--- config.mk ---
export PLATFORM = sky130hd
export DESIGN_NAME = ccr_regs
export DESIGN_NICKNAME = d
export VERILOG_FILES = /design/src/logic/ccr_pkg.sv /design/src/logic/ccr_regs.sv
export SDC_FILE = /design/constraint.sdc
export NUM_CORES = 1
export LEC_CHECK = 0
export BUFFER_PORTS_ARGS = -buffer_cell sky130_fd_sc_hd__buf_2
export CAP_MARGIN = 20
export CORE_MARGIN = 2
export CORE_UTILIZATION = 45
export DETAILED_ROUTE_END_ITERATION = 10
export PLACE_DENSITY = 0.69
export SETUP_SLACK_MARGIN = 0.1
export SLEW_MARGIN = 20
export SYNTH_ARGS = -nofsm -noshare
export SYNTH_HDL_FRONTEND = slang
export SYNTH_SLANG_ARGS = --single-unit
--- constraint.sdc ---
create_clock -name clk -period 1.9 [get_ports clk]
set_input_delay 0.095 -clock clk [delete_from_list [all_inputs] [get_ports clk]]
set_output_delay 0.095 -clock clk [all_outputs]
set_load 0.01 [all_outputs]
--- src/logic/ccr_pkg.sv ---
// comparator control register package: offsets, fields, reset values
// assumes an APB slave with one aligned 32-bit word per register index
package ccr_pkg;

	// ----------------------------------------
	// register indices (byte address = 4 * index)
	// ----------------------------------------
	localparam int IDX_W = 4;
	localparam logic [3:0] IDX_CTL_A = 4'h0;
	localparam logic [3:0] IDX_CTL_B = 4'h1;
	localparam logic [3:0] IDX_MUX = 4'h2;
	localparam logic [3:0] IDX_REF = 4'h5;
	localparam logic [3:0] IDX_INT = 4'h6;
	localparam logic [3:0] IDX_STATUS = 4'h7;
	localparam logic [3:0] IDX_EV_STAT = 4'h8;
	localparam logic [3:0] IDX_EV_CLR = 4'h9;
	localparam logic [3:0] IDX_EV_EN = 4'hA;

	// ----------------------------------------
	// field positions
	// ----------------------------------------
	localparam int B_STBY_RUN = 7;
	localparam int B_PAD_EN = 6;
	localparam int B_POWER = 3;
	localparam int B_HYST = 1;
	localparam int B_ENABLE = 0;
	localparam int B_PARTNER = 0;
	localparam int B_INVERT = 7;
	localparam int B_PRESET = 6;
	localparam int B_POS = 3;
	localparam int B_NEG = 0;
	localparam int B_TRIG = 4;
	localparam int B_IRQ_EN = 0;
	localparam int B_IRQ_FLAG = 0;
	localparam int EV_MATCH = 0;
	localparam int EV_READY = 1;

	// ----------------------------------------
	// reset values and writable masks
	// ----------------------------------------
	localparam logic [7:0] RST_CTL_A = 8'h00;
	localparam logic [7:0] RST_CTL_B = 8'h00;
	localparam logic [7:0] RST_MUX = 8'h00;
	localparam logic [7:0] RST_REF = 8'hFF;
	localparam logic [7:0] RST_INT = 8'h00;
	localparam logic [1:0] RST_EV = 2'h0;
	localparam logic [7:0] MASK_CTL_A = 8'hDF;
	localparam logic [7:0] MASK_CTL_B = 8'h03;
	localparam logic [7:0] MASK_INT = 8'h31;

	// ----------------------------------------
	// codes
	// ----------------------------------------
	localparam logic [1:0] POWER_RSVD = 2'h3;
	localparam logic [1:0] PARTNER_OFF = 2'h0;
	localparam logic [1:0] PARTNER_RSVD = 2'h3;
	localparam logic [2:0] POS_MAX = 3'h3;
	localparam logic [2:0] NEG_MAX = 3'h3;
	localparam logic [1:0] TRIG_BOTH = 2'h0;
	localparam logic [1:0] TRIG_FALL = 2'h2;
	localparam logic [1:0] TRIG_RISE = 2'h3;
	localparam logic [1:0] WIN_ABOVE = 2'h0;
	localparam logic [1:0] WIN_INSIDE = 2'h1;
	localparam logic [1:0] WIN_BELOW = 2'h2;
	localparam logic [1:0] WIN_OUTSIDE = 2'h3;
	localparam int SYNC_STAGES = 3;

	typedef struct packed {
		logic enable;
		logic [1:0] power;
		logic [1:0] hyst;
		logic [2:0] posSel;
		logic [2:0] negSel;
		logic [7:0] refCode;
		logic [1:0] partner;
	} ccr_analog_t;

endpackage

--- src/logic/ccr_regs.sv ---
// comparator control registers with APB slave, sync and interrupt logic
// assumes async compare, partner and ready levels from the analog core
//
// Our own choice: register access over APB.
`timescale 1ns/10ps

module ccr_regs #(
	parameter int ADDR_W = 8
) (
	input wire logic clk,
	input wire logic rst,
	input wire logic psel,
	input wire logic penable,
	input wire logic pwrite,
	input wire logic [ADDR_W-1:0] paddr,
	input wire logic [31:0] pwdata,
	output logic [31:0] prdata,
	output logic pready,
	output logic pslverr,
	input wire logic compareRaw,
	input wire logic partnerRaw,
	input wire logic coreReadyRaw,
	input wire logic sleepStandby,
	output ccr_pkg::ccr_analog_t analogCfg,
	output logic compareOut,
	output logic outPin,
	output logic outPinOe,
	output logic irq
);
	import ccr_pkg::*;

	// ----------------------------------------
	// declarations
	// ----------------------------------------
	logic [7:0] ctlA;
	logic [7:0] ctlB;
	logic [7:0] muxCtl;
	logic [7:0] refLevel;
	logic [7:0] intCtl;
	logic [1:0] evStatus;
	logic [1:0] evEnable;
	logic irqFlag;
	logic cmpStateReg;
	logic [1:0] winPosReg;
	logic [7:0] rdMux;
	logic mapped;
	logic wrEn;
	logic [IDX_W-1:0] idx;
	logic [2:0] asyncIn;
	logic [2:0] s1;
	logic [2:0] s2;
	logic [2:0] s3;
	logic [2:0] held;
	logic [2:0] stable;
	logic active;
	logic readyOk;
	logic rdyPrev;
	logic next_out;
	logic outPrev;
	logic windowOn;
	logic [1:0] winPos;
	logic winMatch;
	logic winMatchReg;
	logic matchPrev;
	logic edgeHit;
	logic setFlag;
	logic statusClr;
	logic [1:0] evSet;
	logic [1:0] evClr;

	// ----------------------------------------
	// apb decode
	// ----------------------------------------
	assign idx = paddr[IDX_W+1:2];
	assign wrEn = psel & penable & pready & pwrite & mapped;

	always_comb begin
		rdMux = 8'h00;
		mapped = 1'b1;
		case (idx)
			IDX_CTL_A: rdMux = ctlA;
			IDX_CTL_B: rdMux = ctlB;
			IDX_MUX: rdMux = muxCtl;
			IDX_REF: rdMux = refLevel;
			IDX_INT: rdMux = intCtl;
			IDX_STATUS: rdMux = {winPosReg, 1'h0, cmpStateReg, 3'h0, irqFlag};
			IDX_EV_STAT: rdMux = {6'h00, evStatus};
			IDX_EV_CLR: rdMux = 8'h00;
			IDX_EV_EN: rdMux = {6'h00, evEnable};
			default: mapped = 1'b0;
		endcase
		// upper address bits and byte offset must be zero
		if (paddr[ADDR_W-1:IDX_W+2] != '0 || paddr[1:0] != 2'h0) begin
			mapped = 1'b0;
		end
		if (!mapped) begin
			rdMux = 8'h00;
		end
	end

	// no wait state: data is captured in setup so prdata is a flop
	always_ff @(posedge clk) begin
		if (rst) begin
			pready <= 1'b0;
			prdata <= 32'h0000_0000;
			pslverr <= 1'b0;
		end else if (psel && !penable) begin
			pready <= 1'b1;
			prdata <= {24'h00_0000, rdMux};
			pslverr <= ~mapped;
		end else begin
			pready <= 1'b0;
			pslverr <= 1'b0;
		end
	end

	// ----------------------------------------
	// control registers
	// ----------------------------------------
	always_ff @(posedge clk) begin
		if (rst) begin
			ctlA <= RST_CTL_A;
		end else if (wrEn && idx == IDX_CTL_A) begin
			ctlA <= pwdata[7:0] & MASK_CTL_A;
			// reserved profile code leaves the old profile in place
			if (pwdata[B_POWER+:2] == POWER_RSVD) begin
				ctlA[B_POWER+:2] <= ctlA[B_POWER+:2];
			end
		end
	end

	always_ff @(posedge clk) begin
		if (rst) begin
			ctlB <= RST_CTL_B;
		end else if (wrEn && idx == IDX_CTL_B) begin
			if (pwdata[B_PARTNER+:2] != PARTNER_RSVD) begin
				ctlB <= pwdata[7:0] & MASK_CTL_B;
			end
		end
	end

	always_ff @(posedge clk) begin
		if (rst) begin
			muxCtl <= RST_MUX;
		end else if (wrEn && idx == IDX_MUX) begin
			muxCtl[B_INVERT] <= pwdata[B_INVERT];
			muxCtl[B_PRESET] <= pwdata[B_PRESET];
			if (pwdata[B_POS+:3] <= POS_MAX) begin
				muxCtl[B_POS+:3] <= pwdata[B_POS+:3];
			end
			if (pwdata[B_NEG+:3] <= NEG_MAX) begin
				muxCtl[B_NEG+:3] <= pwdata[B_NEG+:3];
			end
		end
	end

	always_ff @(posedge clk) begin
		if (rst) begin
			refLevel <= RST_REF;
		end else if (wrEn && idx == IDX_REF) begin
			refLevel <= pwdata[7:0];
		end
	end

	always_ff @(posedge clk) begin
		if (rst) begin
			intCtl <= RST_INT;
		end else if (wrEn && idx == IDX_INT) begin
			intCtl <= pwdata[7:0] & MASK_INT;
		end
	end

	always_ff @(posedge clk) begin
		if (rst) begin
			evEnable <= RST_EV;
		end else if (wrEn && idx == IDX_EV_EN) begin
			evEnable <= pwdata[1:0];
		end
	end

	// ----------------------------------------
	// input synchronisers
	// ----------------------------------------
	assign asyncIn = {coreReadyRaw, partnerRaw, compareRaw};

	// a change counts only once stages two and three agree
	for (genvar g = 0; g < SYNC_STAGES; g++) begin : gSync
		assign stable[g] = (s2[g] == s3[g]) ? s3[g] : held[g];
		always_ff @(posedge clk) begin
			if (rst) begin
				s1[g] <= 1'b0;
				s2[g] <= 1'b0;
				s3[g] <= 1'b0;
				held[g] <= 1'b0;
			end else begin
				s1[g] <= asyncIn[g];
				s2[g] <= s1[g];
				s3[g] <= s2[g];
				held[g] <= stable[g];
			end
		end
	end

	// ----------------------------------------
	// output forming and window logic
	// ----------------------------------------
	assign active = ctlA[B_ENABLE] & ~(sleepStandby & ~ctlA[B_STBY_RUN]);
	assign readyOk = active & stable[2];
	assign next_out = readyOk ? (stable[0] ^ muxCtl[B_INVERT]) : muxCtl[B_PRESET];
	assign windowOn = ctlB[B_PARTNER+:2] != PARTNER_OFF;

	// own result above upper limit, partner result above lower limit
	always_comb begin
		winPos = WIN_BELOW;
		if (stable[0]) begin
			winPos = WIN_ABOVE;
		end else if (stable[1]) begin
			winPos = WIN_INSIDE;
		end
		case (intCtl[B_TRIG+:2])
			WIN_ABOVE: winMatch = readyOk & (winPos == WIN_ABOVE);
			WIN_INSIDE: winMatch = readyOk & (winPos == WIN_INSIDE);
			WIN_BELOW: winMatch = readyOk & (winPos == WIN_BELOW);
			WIN_OUTSIDE: winMatch = readyOk & (winPos != WIN_INSIDE);
			default: winMatch = 1'b0;
		endcase
	end

	always_ff @(posedge clk) begin
		if (rst) begin
			compareOut <= 1'b0;
			outPin <= 1'b0;
			outPinOe <= 1'b0;
			outPrev <= 1'b0;
			winMatchReg <= 1'b0;
			matchPrev <= 1'b0;
			rdyPrev <= 1'b0;
		end else begin
			compareOut <= next_out;
			outPin <= next_out;
			outPinOe <= ctlA[B_PAD_EN];
			outPrev <= compareOut;
			winMatchReg <= winMatch;
			matchPrev <= winMatchReg;
			rdyPrev <= readyOk;
		end
	end

	always_ff @(posedge clk) begin
		if (rst) begin
			analogCfg <= '0;
		end else begin
			analogCfg.enable <= active;
			analogCfg.power <= ctlA[B_POWER+:2];
			analogCfg.hyst <= ctlA[B_HYST+:2];
			analogCfg.posSel <= muxCtl[B_POS+:3];
			analogCfg.negSel <= muxCtl[B_NEG+:3];
			analogCfg.refCode <= refLevel;
			analogCfg.partner <= ctlB[B_PARTNER+:2];
		end
	end

	// ----------------------------------------
	// flags and interrupt
	// ----------------------------------------
	always_comb begin
		case (intCtl[B_TRIG+:2])
			TRIG_BOTH: edgeHit = compareOut ^ outPrev;
			TRIG_FALL: edgeHit = ~compareOut & outPrev;
			TRIG_RISE: edgeHit = compareOut & ~outPrev;
			default: edgeHit = 1'b0;
		endcase
	end

	// the clock is gone in standby, so nothing is allowed to set
	assign setFlag = ~sleepStandby & (windowOn ? (winMatchReg & ~matchPrev) : edgeHit);
	assign statusClr = wrEn & (idx == IDX_STATUS) & pwdata[B_IRQ_FLAG];
	assign evSet = {~sleepStandby & readyOk & ~rdyPrev, setFlag};
	assign evClr = (wrEn && idx == IDX_EV_CLR) ? pwdata[1:0] : 2'h0;

	always_ff @(posedge clk) begin
		if (rst) begin
			irqFlag <= 1'b0;
		end else begin
			irqFlag <= setFlag | (irqFlag & ~statusClr);
		end
	end

	always_ff @(posedge clk) begin
		if (rst) begin
			evStatus <= RST_EV;
		end else begin
			evStatus <= evSet | (evStatus & ~evClr);
		end
	end

	always_ff @(posedge clk) begin
		if (rst) begin
			cmpStateReg <= 1'b0;
			winPosReg <= WIN_ABOVE;
		end else if (!sleepStandby) begin
			cmpStateReg <= windowOn ? winMatch : next_out;
			winPosReg <= windowOn ? winPos : WIN_ABOVE;
		end
	end

	always_ff @(posedge clk) begin
		if (rst) begin
			irq <= 1'b0;
		end else begin
			irq <= (irqFlag & intCtl[B_IRQ_EN]) | (|(evStatus & evEnable));
		end
	end
endmodule

After elaboration in Yosys (flattened, before gate mapping). Cells that the tools add are included.

Register bits: 86. Output and inout port bits: 59. Logic and storage cells: 143.

Bitwise logic cells: 40. Magnitude comparators: 2. Mux-type cells: 17. Equal/unequal tests: 19. Reduce and logical (&&, ||, !) cells: 23.

Operators with widths (number): case mux 8 bit (8 select lines) (1); bitwise AND 1 bit (21); equality test 4 x 3 -> 1 bit (second input constant) (3); equality test 4 bit (second input constant) (3); NOT 1 bit (11); two-way mux 1 bit (9); OR reduction 9 bit (1); equality test 2 bit (second input constant) (4); logical AND 1 bit (8); two-way mux 2 bit (4); two-way mux 8 bit (1); AND reduction 2 bit (4); less-or-equal comparator 3 x 2 -> 1 bit (second input constant) (2); nonzero test 2 bit (3); bitwise AND 2 bit (2); equality test 2 x 1 -> 1 bit (second input constant) (2); equality test 4 x 1 -> 1 bit (second input constant) (1); equality test 4 x 2 -> 1 bit (second input constant) (1); logical NOT 2 bit (2); logical NOT 4 bit (1); case mux 1 bit (4 select lines) (1); OR reduction 2 bit (2); equality test 1 bit (3); case mux 1 bit (3 select lines) (1); other kinds (8) (10).

Depth between registers and ports, before layout.
Depth in word-level cells: 10. Depth in mapped cells: 7. Depth with buffers taken out: 7.

Worst setup path before layout. Ideal clock, no wire load.

Kind: register to register. Start point: register held[1]. End point: register cmpStateReg. Stages on the path, launching flop included: 6. Data arrival time: 1.439 ns. Data required time: 1.759 ns. Setup slack: 0.321 ns. Cells stage by stage: dfxtp_1 > maj3_1 > xor2_1 > and3_1 > o311ai_0 > a22oi_1.

Word-level cells in the longest chain between the ends: 7. Elaborated cells between the ends (all ways): 13. Those cells by class: eq/ne (3); mux (5); bitwise (4); reduce/logical (1).

Ends and longest elaborated chain: start, declared (line ccr_regs.sv:53) `logic [2:0] held;`; start signal, assigned by index (line ccr_regs.sv:199) `held[g] <= stable[g];`; two-way mux 1 bit (*) (line ccr_regs.sv:188) `assign stable[g] = (s2[g] == s3[g]) ? s3[g] : held[g];`; two-way mux 2 bit (*) (line ccr_regs.sv:217) `end else if (stable[1]) begin`; two-way mux 2 bit (*) (line ccr_regs.sv:215) `if (stable[0]) begin`; inequality test 2 x 1 -> 1 bit, or another cell as far along (line ccr_regs.sv:224) `WIN_OUTSIDE: winMatch = readyOk & (winPos != WIN_INSIDE);`; bitwise AND 1 bit (on tied branches); case mux 1 bit (4 select lines) (*) (line ccr_regs.sv:220) `case (intCtl[B_TRIG+:2])`; two-way mux 1 bit (*) (line ccr_regs.sv:302) `cmpStateReg <= windowOn ? winMatch : next_out;`; end signal, assigned (line ccr_regs.sv:302); end, declared (line ccr_regs.sv:43) `logic cmpStateReg;`.

Mark *: on every way between the ends. The rest lies on a longest branch, timed or not. A chain may end at the register's enable or synchronous reset.

Final worst setup path.
Start point: register pready. End point: register refLevel[2].

Word-level cells in the longest chain between the ends: 4.

Ends and longest elaborated chain: start, declared (line ccr_regs.sv:18) `output logic pready,`; start signal, assigned (line ccr_regs.sv:104) `pready <= 1'b0;`; start signal, assigned (line ccr_regs.sv:108) `pready <= 1'b1;`; start signal, assigned (line ccr_regs.sv:112) `pready <= 1'b0;`; bitwise AND 1 bit (3 in a row) (line ccr_regs.sv:75) `assign wrEn = psel & penable & pready & pwrite & mapped;`; logical AND 1 bit (line ccr_regs.sv:160) `end else if (wrEn && idx == IDX_REF) begin`; end signal, assigned (line ccr_regs.sv:161) `refLevel <= pwdata[7:0];`; end, declared (line ccr_regs.sv:38) `logic [7:0] refLevel;`.

No other way between the ends.

==> results.md <==
* Status: finished clean
* Number of H-tree levels at 3
* VDD IR max at 0.000387 V
* WP buf/inv at 0
* Synth top cells by count: 86 x dfxtp_1, 40 x nor2_1, 33 x nor2b_1, 28 x nand2_1, 25 x buf_4
* Hpwl dp at 5.30 mm
* Top cell type's share of synthesized area at 47.6%
* Max cap viols at 0
* Total CTS buffers at 9
* CP most frequent cell: nand2_1
* Switching Fraction at 25.8%
* PD cells at 771 nW/um2
* CTS Sinks at 86
* Clk_lat worst skew at 350 ps
* Global-route wire length before repair at 12.4 mm
* Register area share after synthesis at 47.6%
* Dominant synthesized flop cell: dfxtp_1
* Met2 routed WL at 3.58 mm
* Synth unique cells at 55
* Num rows at 32
* Fraction of layout cells with a size suffix above 1 at 20.5%
* Drt wl/cell at 13.7 um
* Vias in the first global route at 2525
* Slew HR at 61.1%
* Design internal power at 2.38 mW
* Post-layout util at 53.5%
* Wl on met1 at 3.38 mm
* Die H at 93.6 um
* Most frequent cell after synthesis: dfxtp_1
* Syn. warnings at 0
* Fin nets at 500
* CP peak stage delay at 340 ps
* Place WS at 120 ps
* Flop-to-flop setup slack at 260 ps
* Synth top area cells: dfxtp_1 48%, mux2i_1 6.6%, nor2b_1 5.7%, buf_4 5.2%, nor2_1 4.2%
* Worst path required time at 2130 ps
* Core Box Area at 7770 um2
* Clk root buf: clkbuf_8
* Period utilization at 86.3%
* Critical path data arrival time at 1870 ps
* Clk slew on worst S/H paths at 90 ps
* Final Max Slew Viols at 0
* CP max stage cell: dfxtp_1
* Die Wd at 93.6 um
* Post-synth top area cell: dfxtp_1
* Antenna-violating nets left at 0
* Initial Util at 46.5%
* Gr usage total at 18.3%
* Setup tns final at 0 ps
* Yosys reg bits at 86
* Fin Hold WS at 18.9 ps
* # Post-CTS Setup Buffers at 0
* TritonCTS clock tree: built
* Clock Tree Buf Depth at 2
* RSZ-0062 raised after global routing: no
* Fin. Hold Viols at 0
* Final setup viols at 0
* Max FO, Critical Path at 8
* Worst path cell trace: and4_1 -> and3b_1 -> nand2_1 -> mux2i_1 -> nand2_1
* Num ports at 108
* Ant diodes at 0
* Final wirelength at 7.54 mm
* Combinational share of power at 6.5%
* IO Port Bufs at 59
* Pwr Total at 3.20 mW
* Area grow syn2layout at 14.9%
* WS Path Type: flop to flop
* DRC viols at 0
* Leakage at 1.90 nW
* Synth Instances at 384
* Initial DRC count at 157
* Final Skew at 8.85 ps
* Net Switching at 0.826 mW
* Largest net degree at the start of global routing at 69
* Overall via count from detail_route at 2774
* Routability cong. at 0.795
* Synthesized area at 3610 um2
* Worst-Margin Slew at 584 ps
* Async SR Flop Fraction at 0%
* Tmin final at 1640 ps
* Metal3 WL at 474 um
* Max frequency at 0.610 GHz
* Clk pwr share at 36.6%
* DR vias/cell at 5.03
* GRT overflow at 0
* Startpoint types: flop
* DRT Pass-1 Iters at 4
* Crit end category: flop
* Average cell area after synthesis at 9.41 um2
* Max layer used: met4
* Hold crit path type: input pin to flop
* Sequential share of power at 56.9%
* Initial antenna violation count at 0
* Post-synth EDFFs at 0
* Crit path setup slack, layout at 260 ps
* CP delay by family, top: simple AND/OR/NAND/NOR gates
* Total Die Area at 8770 um2
==> cell type report <==
| cell class | instances | area [um2] |
|---|---|---|
| clock buffer | 9 | 124 |
| inverter | 8 | 30.0 |
| clock inverter | 7 | 57.6 |
| fill | 739 | 3610 |
| timing repair buffer | 72 | 418 |
| sequential | 86 | 1720 |
| multi-input combinational | 267 | 1680 |
| tap | 102 | 128 |
==> per-stage QoR <==
| step | cells | instance area (um2) |
|---|---|---|
| after floorplan | 407 | 3700 |
| after global placement | 530 | 3920 |
| after detailed placement | 530 | 3920 |
| after CTS | 551 | 4150 |
| after global routing | 551 | 4150 |
| final | 551 | 4150 |
==> power by group through the flow <==
stage,registers (mW),logic [mW],clock network [mW]
after global routing,1.83,0.229,1.30
final,1.82,0.208,1.17
after CTS,1.82,0.207,1.22
after global placement,1.87,0.196,0
after detailed placement,1.87,0.199,0
after floorplan,1.87,0.152,0
==> placed cells by master, fill, tap and decap left out, types with 8 or more instances in the layout <==
cell / instances
a21oi_1: 13
a22oi_1: 12
buf_2: 59
clkbuf_8: 9
conb_1: 24
dfxtp_1: 86
inv_1: 8
mux2i_1: 24
nand2_1: 28
nand3_1: 9
nor2_1: 40
nor2b_1: 33
o21ai_0: 10
==> registers in the layout, indices dropped and copies added, names as in the netlist, 7 cells and up <==
register   cells
muxCtl         8
ctlA           7
analogCfg     21
refLevel       8
prdata         8
==> final timing paths <==
path                                   startpoint                  endpoint  cells past startpoint
worst max register to register  pready$_SDFF_PP0_  refLevel[2]$_SDFFE_PP1P_                      5
worst min-delay path                    pwdata[3]    muxCtl[3]$_SDFFE_PP0P_                      3
worst min register to register   s1[2]$_SDFF_PP0_          s2[2]$_SDFF_PP0_                      1
worst max-delay path            pready$_SDFF_PP0_  refLevel[2]$_SDFFE_PP1P_                      5
==> worst min-delay path, stage by stage <==
cell and delay [ps]:
buf_2 130, nand2_1 60, a21oi_1 50
==> what timing repair did <==
action	in CTS	in global routing
hold buffers	5	0
endpoints found under the hold margin	6	0
endpoints found under the setup margin	0	3
gates resized for setup	0	2
==> cell families after synthesis <==
group	count (synthesis)	share of synthesized area, %
AOI/OAI and AO/OA	55	10.3
adders and majority gates	10	3.25
and+or+nand+nor	150	22.4
other	1	0.104
buffers and inverters	54	8.55
xor gates and xnor gates	2	0.485
muxes	26	7.27
DFF	86	47.6
==> per-layer routing <==
metal,vias to the layer above,global-route usage [%]
met5,-,0
met4,0,8.21
met3,8,3.63
met2,88,28.6
met1,1300,24.4
li1,1378,-
Power figures use the tool's default switching activity.
